`src/stc_pkg.sv`:
```
/*
 Package for the seven track data converter: operation kinds, widths,
 reset values and group sizes. Assumes one clock domain.
*/
package stc_pkg;
   typedef enum logic [1:0] {
      STC_OP_OTHER,
      STC_OP_WRITE,
      STC_OP_READ_FWD,
      STC_OP_READ_BWD
   } stc_op_t;
   localparam int unsigned BYTE_W        = 8;
   localparam int unsigned CHAR_W        = 6;
   localparam int unsigned DISABLE_BIT   = 2;
   localparam int unsigned BYTES_PER_GRP = 3;
   localparam int unsigned CHARS_PER_GRP = 4;
   localparam logic        CONV_EN_RST   = 1'b1;
   localparam logic [1:0]  PHASE_RST     = 2'h0;
   localparam logic [23:0] ACC_RST       = 24'h000000;
endpackage

```
`src/stc_converter.sv`:
```
/*
 Seven track data converter: packs channel bytes into tape characters on
 write, unpacks tape characters into bytes on forward read, passes data
 through otherwise. Assumes synchronous inputs on clk_in and that each
 side holds its valid until ready is seen.
*/
`timescale 1ns/100ps
`default_nettype none

// Behaviour
// - Convert only on seven-track writes and seven-track forward reads.
// - Backward read bypasses conversion but keeps the enable state.
// - Control output bit 2 set at operation start disables conversion.
// - Control output bit 2 clear at operation start enables conversion.
// - Write packs three channel bytes into four tape characters.
// - Short final write group fills unused character bits with zeros.
// - Forward read assembles four tape characters into three bytes.
// - Short read group zero-fills last byte and flags a convert check.
module stc_converter (
   input  wire logic                   clk_in,
   input  wire logic                   nrst_in,
   input  wire logic                   tape_operation_active_in,
   input  wire logic [7:0]             mp1_control_output_a_in,
   input  wire logic                   seven_track_in,
   input  wire stc_pkg::stc_op_t       op_kind_in,
   input  wire logic                   end_of_block_in,
   input  wire logic                   in_valid_in,
   input  wire logic [7:0]             in_data_in,
   input  wire logic                   in_parity_in,
   output logic                        in_ready_out,
   output logic                        out_valid_out,
   output logic [7:0]                  out_data_out,
   output logic                        out_parity_out,
   input  wire logic                   out_ready_in,
   output logic                        conv_enabled_out,
   output logic                        convert_check_out
);
   logic        conv_en_r,    conv_en_nxt;
   logic        op_prev_r,    op_prev_nxt;
   logic [23:0] acc_r,        acc_nxt;
   logic [1:0]  cnt_r,        cnt_nxt;
   logic [1:0]  emit_r,       emit_nxt;
   logic        busy_r,       busy_nxt;
   logic [7:0]  dout_r,       dout_nxt;
   logic        dpar_r,       dpar_nxt;
   logic        dval_r,       dval_nxt;
   logic        chk_r,        chk_nxt;
   logic        convert;
   logic        is_write;
   logic        take;
   logic [1:0]  last_emit;
   logic        op_rise;
   logic        tail_flush;
   logic        char_par;
   logic        byte_par;

   assign is_write = (op_kind_in == stc_pkg::STC_OP_WRITE);
   assign convert  = conv_en_r && seven_track_in &&
                     (is_write || op_kind_in == stc_pkg::STC_OP_READ_FWD);

   assign in_ready_out      = !busy_r && (!dval_r || out_ready_in);
   assign take              = in_valid_in && in_ready_out;
   assign out_valid_out     = dval_r;
   assign out_data_out      = dout_r;
   assign out_parity_out    = dpar_r;
   assign conv_enabled_out  = conv_en_r;
   assign convert_check_out = chk_r;
   assign op_rise           = tape_operation_active_in && !op_prev_r;
   assign tail_flush        = end_of_block_in && convert &&
                              (cnt_r != 2'h0) && !busy_r && !take;

   // Odd parity for tape characters and channel bytes
   stc_odd_parity #(
      .DATA_W (stc_pkg::CHAR_W)
   ) u_char_par (
      .data_in    (acc_r[23:18]),
      .parity_out (char_par)
   );
   stc_odd_parity #(
      .DATA_W (stc_pkg::BYTE_W)
   ) u_byte_par (
      .data_in    (acc_r[23:16]),
      .parity_out (byte_par)
   );

   // Characters less one to emit for a short write group, bytes less one for a short read
   always_comb begin
      if (is_write) begin
         last_emit = (cnt_r == 2'h1) ? 2'h1 : 2'h2;
      end else begin
         last_emit = cnt_r - 2'h1;
      end
   end

   always_comb begin
      acc_nxt     = acc_r;
      cnt_nxt     = cnt_r;
      emit_nxt    = emit_r;
      busy_nxt    = busy_r;
      dout_nxt    = dout_r;
      dpar_nxt    = dpar_r;
      dval_nxt    = dval_r && !out_ready_in;
      // Operation start clears group state
      if (op_rise) begin
         acc_nxt     = stc_pkg::ACC_RST;
         cnt_nxt     = stc_pkg::PHASE_RST;
         busy_nxt    = 1'b0;
      end else if (busy_r) begin
         if (!dval_r || out_ready_in) begin
            dval_nxt = 1'b1;
            if (is_write) begin
               dout_nxt = {2'b00, acc_r[23:18]};
               dpar_nxt = char_par;
               acc_nxt  = {acc_r[17:0], 6'h00};
            end else begin
               dout_nxt = acc_r[23:16];
               dpar_nxt = byte_par;
               acc_nxt  = {acc_r[15:0], 8'h00};
            end
            emit_nxt = emit_r - 2'h1;
            if (emit_r == 2'h0) begin
               busy_nxt = 1'b0;
               acc_nxt  = stc_pkg::ACC_RST;
            end
         end
      end else if (take && !convert) begin
         dout_nxt = in_data_in;
         dpar_nxt = in_parity_in;
         dval_nxt = 1'b1;
      end else if (take && is_write) begin
         // three bytes gather into four characters
         acc_nxt = acc_r | ({in_data_in, 16'h0000} >> (8 * cnt_r));
         if (cnt_r == 2'(stc_pkg::BYTES_PER_GRP - 1)) begin
            cnt_nxt  = stc_pkg::PHASE_RST;
            emit_nxt = 2'(stc_pkg::CHARS_PER_GRP - 1);
            busy_nxt = 1'b1;
         end else begin
            cnt_nxt = cnt_r + 2'h1;
         end
      end else if (take) begin
         // four characters gather into three bytes
         acc_nxt = acc_r |
                   ({in_data_in[5:0], 18'h00000} >> (6 * cnt_r));
         if (cnt_r == 2'(stc_pkg::CHARS_PER_GRP - 1)) begin
            cnt_nxt  = stc_pkg::PHASE_RST;
            emit_nxt = 2'(stc_pkg::BYTES_PER_GRP - 1);
            busy_nxt = 1'b1;
         end else begin
            cnt_nxt = cnt_r + 2'h1;
         end
      end else if (tail_flush) begin
         emit_nxt = last_emit;
         busy_nxt = 1'b1;
         cnt_nxt  = stc_pkg::PHASE_RST;
      end
   end

   always_ff @(posedge clk_in or negedge nrst_in) begin
      if (!nrst_in) begin
         acc_r     <= stc_pkg::ACC_RST;
         cnt_r     <= stc_pkg::PHASE_RST;
         emit_r    <= stc_pkg::PHASE_RST;
         busy_r    <= 1'b0;
         dout_r    <= 8'h00;
         dpar_r    <= 1'b0;
         dval_r    <= 1'b0;
      end else begin
         acc_r     <= acc_nxt;
         cnt_r     <= cnt_nxt;
         emit_r    <= emit_nxt;
         busy_r    <= busy_nxt;
         dout_r    <= dout_nxt;
         dpar_r    <= dpar_nxt;
         dval_r    <= dval_nxt;
      end
   end

   // Mode group: operation start edge and convert check
   always_comb begin
      op_prev_nxt = tape_operation_active_in;
      conv_en_nxt = conv_en_r;
      chk_nxt     = chk_r;
      // bit 2 set at operation rise disables
      // bit 2 clear at operation rise enables
      if (op_rise) begin
         conv_en_nxt = !mp1_control_output_a_in[stc_pkg::DISABLE_BIT];
         chk_nxt     = 1'b0;
      end else if (tail_flush && !is_write) begin
         chk_nxt = 1'b1;
      end
   end

   always_ff @(posedge clk_in or negedge nrst_in) begin
      if (!nrst_in) begin
         conv_en_r <= stc_pkg::CONV_EN_RST;
         op_prev_r <= 1'b0;
         chk_r     <= 1'b0;
      end else begin
         conv_en_r <= conv_en_nxt;
         op_prev_r <= op_prev_nxt;
         chk_r     <= chk_nxt;
      end
   end
endmodule

// Odd parity over one data word
module stc_odd_parity #(
   parameter int unsigned DATA_W = 8
) (
   input  wire logic [DATA_W-1:0] data_in,
   output logic                   parity_out
);
   assign parity_out = ~^data_in;
endmodule

`default_nettype wire

```
`config.mk`:
```
export PLATFORM = sky130hd
export DESIGN_NAME = stc_converter
export DESIGN_NICKNAME = d
export VERILOG_FILES = /design/src/stc_pkg.sv /design/src/stc_converter.sv
export SDC_FILE = /design/constraint.sdc
export NUM_CORES = 1
export LEC_CHECK = 0
export ABC_AREA = 0
export BUFFER_PORTS_ARGS = -buffer_cell sky130_fd_sc_hd__buf_4
export CAP_MARGIN = 20
export CELL_PAD_IN_SITES_DETAIL_PLACEMENT = 0
export CELL_PAD_IN_SITES_GLOBAL_PLACEMENT = 1
export CORE_ASPECT_RATIO = 1.5
export CORE_MARGIN = 2
export CORE_UTILIZATION = 47
export DETAILED_ROUTE_END_ITERATION = 8
export PLACE_DENSITY = 0.92
export SKIP_LAST_GASP = 1
export SLEW_MARGIN = 15
export SYNTH_ARGS = -nofsm -noshare
export SYNTH_HDL_FRONTEND = slang
export SYNTH_SLANG_ARGS = --single-unit
```
`constraint.sdc`:
```
create_clock -name clk_in -period 4.1 [get_ports clk_in]
set_clock_uncertainty 0.2 [all_clocks]
set_input_delay 0.615 -clock clk_in [delete_from_list [all_inputs] [get_ports clk_in]]
set_output_delay 0.615 -clock clk_in [all_outputs]
set_load 0.01 [all_outputs]
```
* Word-level counts from Yosys, hierarchy flattened
Index checks and enable logic that the tools add are counted.
** Cells by class
- Add/subtract/negate cells :: 3
- Multiply operators :: 1
- Equal/unequal tests :: 13
- Shifts and indexed selects :: 2
- Mux-type cells :: 50
- Bitwise logic cells :: 3
- Reduce and logical (&&, ||, !) cells :: 36
** Operators with widths (count)
- $mux W24 :: 8
- $or A24 B24 Y24 :: 2
- $shr A24 B5 Y24 :: 2
- $mux W2 :: 18
- $mux W8 :: 4
- $mux W1 :: 20
- $logic_and A1 B1 Y1 :: 13
- $reduce_bool A4 Y1 :: 3
- $reduce_and A3 Y1 :: 3
- $logic_not A1 Y1 :: 8
- $reduce_xnor A8 Y1 :: 1
- $eq A2 B2 Y1 const B :: 3
- $reduce_and A6 Y1 :: 1
- $reduce_bool A2 Y1 :: 3
- $reduce_xnor A6 Y1 :: 1
- $eq A2 B1 Y1 const B :: 2
- $mul A2 B2 Y4 const A :: 1
- $ne A2 B1 Y1 const B :: 2
- $ne A2 B2 Y1 const B :: 2
- $ne A4 B2 Y1 const B :: 1
- $sub A2 B1 Y2 const B :: 2
- $ne A3 B1 Y1 const B :: 1
- $ne A3 B2 Y1 const B :: 1
- $ne A3 B3 Y1 const B :: 1
- 4 further kinds :: 5
** Word-level totals
- Flip-flop bits (word level) :: 42
- Input port bits :: 26
- Output and inout bits :: 13
- Word-level logic and storage cells :: 118

* Logic depth before layout (Yosys ltp)
Gate-level depths: netlist (run 1).
- Depth in word-level cells :: 13
- Depth in mapped cells :: 9
- Depth with buffers taken out :: 7

* Hierarchy
Synthesis (run 1) repeated with hierarchy kept, for this count alone.
** Unflattened totals
- Cells, all modules :: 365
- Area, all modules :: 3163.0 um2
** Modules (own cells, without submodules)
- stc_converter :: instances 1, cells each 354, area an instance 3052.9 um2, sequential area each 1052.3 um2
- stc_odd_parity (u_byte_par) :: instances 1, cells each 7, area an instance 61.3 um2, sequential area each 0.0 um2
- stc_odd_parity (u_char_par) :: instances 1, cells each 4, area an instance 48.8 um2, sequential area each 0.0 um2

* Worst setup path after synthesis (run 1)
Ideal clock, no wire load.
- Path type :: flip-flop to flip-flop
- Start point :: reg cnt_r[1]
- End point :: reg acc_r[11]
- Setup time :: 0.119 ns
- Arrival :: 2.108 ns
- Required time :: 3.781 ns
- Path slack :: 1.673 ns
- Stages on the path, launching flop included :: 9
- Buffers on the path :: 1
- Period minus slack after synthesis :: 2.427 ns
- Cells stage by stage :: dfrtp_1 > buf_2 > inv_1 > ha_1 > mux2_4 > a22o_1 > and3_1 > o31a_1 > o21a_1
** On the way
- Word-level cells in the longest chain between the ends :: 8
- Elaborated cells on any way between the ends :: 10
- Those cells by class :: mul: 1; shift: 2; mux: 5; bitwise: 2
** Ends and longest elaborated chain
- start: declaration :: RTL line stc_converter.sv:41 : logic [1:0] cnt_r, cnt_nxt;
- start signal: assignment :: RTL line stc_converter.sv:161 : cnt_r <= stc_pkg::PHASE_RST;
- start signal: assignment :: RTL line stc_converter.sv:169 : cnt_r <= cnt_nxt;
- $mul A2 B2 Y4 :: RTL line stc_converter.sv:143 : ({in_data_in[5:0], 18'h00000} >> (6 * cnt_r));
- $shr A24 B5 Y24 :: RTL line stc_converter.sv:143
- $or A24 B24 Y24 :: RTL line stc_converter.sv:142 : acc_nxt = acc_r |
- $mux W24 :: RTL line stc_converter.sv:140 : end else if (take) begin
- $mux W24 (*) :: RTL line stc_converter.sv:130 : end else if (take && is_write) begin
- $mux W24 (*) :: RTL line stc_converter.sv:126 : end else if (take && !convert) begin
- $mux W24 (*) :: RTL line stc_converter.sv:108 : end else if (busy_r) begin
- $mux W24 (*) :: RTL line stc_converter.sv:104 : if (op_rise) begin
- end signal: assignment :: RTL line stc_converter.sv:160 : acc_r <= stc_pkg::ACC_RST;
- end signal: assignment :: RTL line stc_converter.sv:168 : acc_r <= acc_nxt;
- end: declaration :: RTL line stc_converter.sv:40 : logic [23:0] acc_r, acc_nxt;
Every way passes the cells marked *; elsewhere a longest branch is shown, timed or not. The select of a mux whose other input is x is not followed.
A chain may end at the register's enable or synchronous reset.

* Worst setup path after layout (run 1)
- Start point :: reg cnt_r[1]
- End point :: reg acc_r[16]
The elaborated chain is that of the path after synthesis.

==> results of run 1 <==
==> kinds of logic (layout without fill, tap and decap cells) <==
| logic type | Yosys count | after routing | share of synthesized area |
|---|---|---|---|
| xor+xnor | 7 | 7 | 0.0196 |
| fa+ha+maj | 8 | 8 | 0.0320 |
| flops | 42 | 42 | 0.336 |
| buf+inv | 38 | 51 | 0.0572 |
| simple gates | 110 | 110 | 0.179 |
| mux | 28 | 28 | 0.0919 |
| compound gates | 138 | 138 | 0.284 |
==> synth_stat cells, drive strengths merged, types with 2 or more instances <==
cell	count	share of area
o22ai	2	0.0040
nor2	24	0.029
a2111oi	2	0.0056
ha	8	0.032
a32oi	6	0.017
mux2i	25	0.080
nand4	2	0.0040
a21oi	25	0.044
a32o	3	0.0096
mux2	3	0.012
nand2	27	0.032
nor4	4	0.0080
inv	8	0.0096
a22oi	4	0.0096
xor2	2	0.0056
a31oi	8	0.021
nor3	6	0.0096
and3	7	0.016
nand3b	5	0.012
xnor2	5	0.014
o21a	7	0.017
o31a	4	0.011
dfrtp	41	0.33
nand2b	11	0.022
a31o	2	0.0056
a211oi	7	0.017
buf	24	0.040
nor2b	13	0.028
o21ai	56	0.090
clkbuf	6	0.0072
nand3	9	0.014
a21o	2	0.0048
==> sequential cells by signal, indices dropped and copies added (netlist names), 2 cells and up <==
signal and cells:
emit_r 2, out_data_out 8, cnt_r 2, acc_r 24
==> worst paths after layout <==
check / startpoint / endpoint / slack [ns]
worst max-delay path: cnt_r[1]$_DFFE_PN0P_ / acc_r[16]$_DFFE_PN0P_ / 1.01
worst min-delay path: nrst_in / acc_r[1]$_DFFE_PN0P_ / 0.09
worst max register to register: cnt_r[1]$_DFFE_PN0P_ / acc_r[16]$_DFFE_PN0P_ / 1.01
worst min register to register: out_data_out[7]$_DFFE_PN0P_ / out_data_out[7]$_DFFE_PN0P_ / 0.29
max in group asynchronous: nrst_in / acc_r[12]$_DFFE_PN0P_ / 3.22
min in group clk_in: tape_operation_active_in / op_prev_r$_DFF_PN0_ / 0.22
==> power groups by stage <==
stage               Clock, mW  Sequential [mW]  Combinational [mW]
floorplan                   0            0.547               0.312
CTS                     0.412            0.537               0.476
finish                  0.406            0.536               0.478
global placement            0            0.542               0.466
detailed placement          0            0.545               0.474
global route            0.425            0.546               0.533
==> area by class of cell <==
| cell class | instances | area, µm² | area share |
|---|---|---|---|
| sequential | 42 | 1050 | 0.302 |
| timing repair buffer | 35 | 263 | 0.0755 |
| tap | 76 | 95.1 | 0.0273 |
| clock buffer | 5 | 68.8 | 0.0198 |
| clock inverter | 3 | 68.8 | 0.0198 |
| inverter | 8 | 30.0 | 0.00863 |
| multi-input combinational | 291 | 1900 | 0.547 |
==> worst register-to-register path, delay by kind of cell (launching register included) <==
kind | cells | cell delay (ns)
compound gates | 2 | 0.75
simple gates | 2 | 0.22
buf+inv | 1 | 0.22
mux | 1 | 0.30
fa+ha+maj | 1 | 0.68
flops | 1 | 0.60
==> per-layer routing <==
layer,GRT usage,wire length (µm)
met1,0.302,3570
met2,0.410,4410
met3,0.0417,466
met4,0.109,278
met5,0,0
==> through the flow <==
step                setup WS, ns  instances  hold slack (ns)  total power, mW  instance area, µm²
CTS                         1.07        460            0.106             1.42                3480
detailed placement          1.08        452            0.277             1.02                3340
floorplan                   1.67        371            0.119            0.860                3130
finish                      1.01        460           0.0877             1.42                3480
global placement            1.16        452            0.270             1.01                3340
global route               0.725        460            0.141             1.50                3480
==> summary.txt, run 1 <==
Run status
  • Status: finished, final reports clean

Cells and area
  • Syn-to-layout area delta: 11.2%
  • Most frequent cells in the layout: dfrtp_1 (41), buf_4 (35), o21ai_0 (33)
  • Fillers: roughly 630
  • Most common library cell in the layout ignoring fill and taps: dfrtp_1
  • Number of nets in the layout: between 400 and 500
  • Final core occ: 0.536
  • Inserted Diodes: 0
  • Layout cells sized above 1: 0.130

Synthesis
  • Syn nets: about 400
  • Post-synth EDFFs: 0
  • Syn Area/Cell: 8.44 µm²
  • Synth Warn #: 0
  • Synthesized cell area: ~3100 µm²
  • Asr flop ratio synth: 1.00
  • Sequential share of the synthesized area: 0.336
  • Cell variety after synth: 54
  • Yosys reg bits: between 40 and 50
  • Syn Inst Count: about 370
  • Synth Flop Type: dfrtp_1

Clock tree
  • CTS tree: built
  • Skew-Pair Late Insertion Delay: about 0.32 ns
  • Setup bufs post-CTS: 0
  • Maximum clock path buffer count: 2
  • Clock Pin Slew Worst Setup and Hold Paths: 0.08 ns
  • H-tree depth: 2
  • Sink Count: 42
  • Post-CTS Resized: 0
  • Clock Tree Root: clkbuf_8
  • Hold buffers post-CTS: 0
  • Total CTS buffers: 5

Setup path
  • CP max FO: 15
  • Startpoint Class: register
  • Required time worst endpoint: between 4 and 5 ns
  • Slowest cell on crit path: ha_1
  • Critical path depth: 7
  • Cell family with most CP delay: compound AO/OA/AOI/OAI gates
  • WS Path Type: reg -> reg
  • R2R depth: 7
  • CP arrival: 3.08 ns
  • Crit. End Element: register
  • CP Buf/Inv Count: 1
  • CP max stage delay: ~0.7 ns
  • CP cell instances: inv_1 > ha_1 > mux2i_1 > a2bb2oi_1 > nor4_1 > a2111oi_0 > nor2_1

Power and ir drop
  • Pwr dens: between 400 and 500 nW/µm²
  • Max VDD drop: 0.000172 V
  • Leakage power: 1.44 nW
  • Comb power frac: 0.337
  • Int Pwr: ~0.92 mW
  • Switching power: roughly 0.5 mW
  • Sw frac: 0.350
  • Sequential group share of total power: 0.378
  • Clock power frac: 0.286

Place
  • Dpl hpwl: 6130 µm
  • Port Buf Inserts: 31
  • Routability cong.: 0.943

Floorplan
  • # rows: 36
  • Area of the core: between 6000 and 7000 µm²
  • IO Pins: 39
  • Die W: ~71 µm
  • Die area: ~7300 µm²
  • Die Height: between 100 and 150 µm
  • Starting Density: 0.483

Detailed routing
  • Drt initial violations: just over 200
  • Final ANT Viol Nets: 0
  • Number of vias per cell: approximately 6.3
  • DR vias: roughly 2.9k
  • WL final: around 8700 µm
  • First drt pass iteration count: 4
  • Avg WL per Cell: around 19 µm
  • DRC: 0

STA
  • Crit share post-route: 0.754
  • Slew Viols, Final: 0
  • Max Fclk: around 320 MHz
  • Final count of hold timing violations: 0
  • Max-slew headroom: 0.401
  • Total Neg Setup Slack: 0 ns
  • Tmin final: around 3.1 ns
  • # setup viols final: 0
  • Worst-margin pin slew: a little under 0.9 ns
  • RSZ-0062 raised after global routing: no

GRT
  • Overflow after GRT: 0
  • Largest net degree at the start of global routing: slightly above 50
  • First-pass GRT wire length: about 14,000 µm
  • Initial antenna violation count: 0
  • Gr usage total: 0.244
  • Vias in the first global route: about 2.8k

Run
  • Maxcap violations: 0

Worst hold path
  • Hold Crit Class: in -> async
No activity file was read; power rests on OpenSTA's default activity.
==> inputs of run 2 (changes only) <==
Settings changed: CORE_UTILIZATION 47 to 40, PLACE_DENSITY 0.92 to 0.84.
Clock period 4.1 ns to 2.5 ns, I/O delays scaled along.
==> run 2 against run 1 <==
Register-to-register slack got worse by 0.81 ns. Critical endpoint is now acc_r[11]$_DFFE_PN0P_. Critical path type unchanged. Final cell count grew 11%. Worst hold slack got worse by 0.051 ns. Combinational power is 73% higher. Die area is 17% higher. Global-route usage is 2.5 points lower. Core utilization shrank 4.5 points. Clock power increased by 84%. Total power is 73% higher. Cell area up 7.4%. Largest power group unchanged. Critical path depth unchanged. Clock-buffer cell count up 1.
==> summary.txt, run 2 (synthesis gave the netlist of run 1 again) <==
Run status
  • Status: finished, final reports clean (unchanged)

Floorplan
  • Die W: 76.2 µm (was 70.6 µm)
  • Area of the core: 7610 µm² (was 6490 µm²)
  • Die area: 8560 µm² (was 7340 µm²)
  • # rows: 39 (was 36)
  • Die Height: 112 µm (was 104 µm)
  • Starting Density: 0.411 (was 0.483)
  • IO Pins: 39 (unchanged)

Detailed routing
  • WL final: 9130 µm (was 8730 µm)
  • Number of vias per cell: 5.81 (was 6.30)
  • DR vias: 2,965 (was 2,896)
  • Final ANT Viol Nets: 0 (unchanged)
  • Drt initial violations: 189 (was 202)
  • First drt pass iteration count: 4 (unchanged)
  • DRC: 0 (unchanged)
  • Avg WL per Cell: 17.9 µm (was 19.0 µm)

STA
  • # setup viols final: 0 (unchanged)
  • Total Neg Setup Slack: 0 ns (unchanged)
  • RSZ-0062 raised after global routing: no (unchanged)
  • Final count of hold timing violations: 0 (unchanged)
  • Tmin final: 2.30 ns (was 3.09 ns)
  • Setup ws final: 0.199 ns (was 1.01 ns)
  • Slew Viols, Final: 0 (unchanged)
  • Max-slew headroom: 0.622 (was 0.401)
  • Max Fclk: 435 MHz (was 324 MHz)
  • Worst-margin pin slew: 0.567 ns (was 0.895 ns)
  • Crit share post-route: 0.921 (was 0.754)

Place
  • Port Buf Inserts: 31 (unchanged)
  • Worst slack, placed: 0.222 ns (was 1.08 ns)
  • Number of placed instances, taps included: 500 (was 452)
  • Routability cong.: 0.903 (was 0.943)
  • Dpl hpwl: 6640 µm (was 6130 µm)

Clock tree
  • Total CTS buffers: 5 (unchanged)
  • Sink Count: 42 (unchanged)
  • Post-CTS Resized: 0 (unchanged)
  • Clock Pin Slew Worst Setup and Hold Paths: 0.06 ns (was 0.08 ns)
  • Hold buffers post-CTS: 1 (was 0)
  • CTS tree: built (unchanged)
  • Clock Tree Root: clkbuf_16 (was clkbuf_8)
  • Skew-Pair Late Insertion Delay: 0.29 ns (was 0.32 ns)
  • H-tree depth: 2 (unchanged)
  • Setup bufs post-CTS: 0 (unchanged)
  • Maximum clock path buffer count: 2 (unchanged)

GRT
  • Initial antenna violation count: 0 (unchanged)
  • Largest net degree at the start of global routing: 50 (was 51)
  • Overflow after GRT: 0 (unchanged)
  • First-pass GRT wire length: 14,700 µm (was 14,300 µm)
  • Vias in the first global route: 2,881 (was 2,812)
  • Gr usage total: 0.218 (was 0.244)

Power and ir drop
  • Max VDD drop: 0.000254 V (was 0.000172 V)
  • Pwr dens: 657 nW/µm² (was 408 nW/µm²)
  • Leakage power: 1.56 nW (was 1.44 nW)

Cells and area
  • Largest register FFs: 24 (unchanged)
  • Syn-to-layout area delta: 19.4% (was 11.2%)
  • Final core occ: 0.491 (was 0.536)
  • Fillers: 739 (was 634)
  • Largest register by flop count: acc_r (unchanged)
  • Most common library cell in the layout ignoring fill and taps: buf_4 (was dfrtp_1)
  • Most frequent cells in the layout: buf_4 (56), dfrtp_1 (41), o21ai_0 (33) (was dfrtp_1 (41), buf_4 (35), o21ai_0 (33))
  • Number of nets in the layout: 441 (was 417)
  • Inserted Diodes: 0 (unchanged)
  • Layout cells sized above 1: 0.174 (was 0.130)
  • Final Non-Filler Cells: 510 (was 460)

Setup path
  • Startpoint Class: register (unchanged)
  • CP cell instances: inv_1 > ha_1 > mux2_4 > a22o_1 > and3_1 > o31a_1 > o21a_1 (was inv_1 > ha_1 > mux2i_1 > a2bb2oi_1 > nor4_1 > a2111oi_0 > nor2_1)
  • CP arrival: 2.28 ns (was 3.08 ns)
  • CP max FO: 4 (was 15)
  • WS Path Type: reg -> reg (unchanged)
  • CP max stage delay: 0.39 ns (was 0.68 ns)
  • Crit. End Element: register (unchanged)
  • Required time worst endpoint: 2.48 ns (was 4.09 ns)
  • Slowest cell on crit path: ha_1 (unchanged)

Worst hold path
  • Hold Crit Class: in -> reg (was in -> async)

Run
  • Maxcap violations: 0 (unchanged)
## run 2: changes by cell type in the layout (fill, tap and decap cells not counted), sizes merged
cell	previous run	this run
buf	35	57
bufinv	2	1
clkbuf	5	6
clkinv	1	0
clkinvlp	0	1
dlygate4sd3	0	2
## run 2: worst max-delay path: cells and delay by family, from the launching register on
| kind | cells | cell delay [ns] |
|---|---|---|
| AOI/OAI and AO/OA | 3 | 0.68 |
| adders and majority gates | 1 | 0.39 |
| DFF | 1 | 0.35 |
| muxes | 1 | 0.33 |
| and+or+nand+nor | 1 | 0.19 |
| buffers and inverters | 1 | 0.06 |
## run 2: layer usage
layer / track usage / vias to the layer above / share of wire / wire length, µm
li1: - / 1440 / - / -
met1: 0.252 / 1409 / 0.40 / 3700
met2: 0.381 / 96 / 0.52 / 4770
met3: 0.0410 / 20 / 0.045 / 407
met4: 0.115 / 0 / 0.028 / 258
met5: 0 / - / 0 / 0
## run 2: where the power goes
| part | switching [mW] | internal (mW) |
|---|---|---|
| Clock | 0.277 | 0.472 |
| Sequential | 0.0914 | 0.788 |
| Combinational | 0.461 | 0.365 |
## run 2: worst paths after layout
path / cells past startpoint / slack [ns] / start / to
setup / recovery: 7 / 0.20 / cnt_r[0]$_DFFE_PN0P_ / acc_r[11]$_DFFE_PN0P_
hold reg to reg: 2 / 0.28 / out_data_out[3]$_DFFE_PN0P_ / out_data_out[3]$_DFFE_PN0P_
hold / removal: 2 / 0.04 / mp1_control_output_a_in[2] / conv_enabled_out$_DFFE_PN1P_
setup reg to reg: 7 / 0.20 / cnt_r[0]$_DFFE_PN0P_ / acc_r[11]$_DFFE_PN0P_
min in group asynchronous: 2 / 0.42 / nrst_in / cnt_r[1]$_DFFE_PN0P_
max in group asynchronous: 2 / 1.29 / nrst_in / emit_r[1]$_DFFE_PN0P_
## run 2: layout make-up
type                    instances  area (µm²)  area share
multi-input cells             291        1900       0.509
flip-flops and latches         42        1050       0.281
repair buffers                 59         460       0.123
clock buffers                   6         129      0.0345
well taps                     102         128      0.0341
clock inverters                 2        37.5      0.0100
inverters                       8        30.0     0.00803
## run 2: stage by stage
stage | hold WS [ns] | power, mW | area, µm²
after floorplan | -0.121 | 1.41 | 3130
after global placement | 0.207 | 1.71 | 3550
after detailed placement | 0.204 | 1.72 | 3550
after CTS | 0.000351 | 2.48 | 3730
after global routing | 0.0570 | 2.61 | 3740
final | 0.0370 | 2.45 | 3740
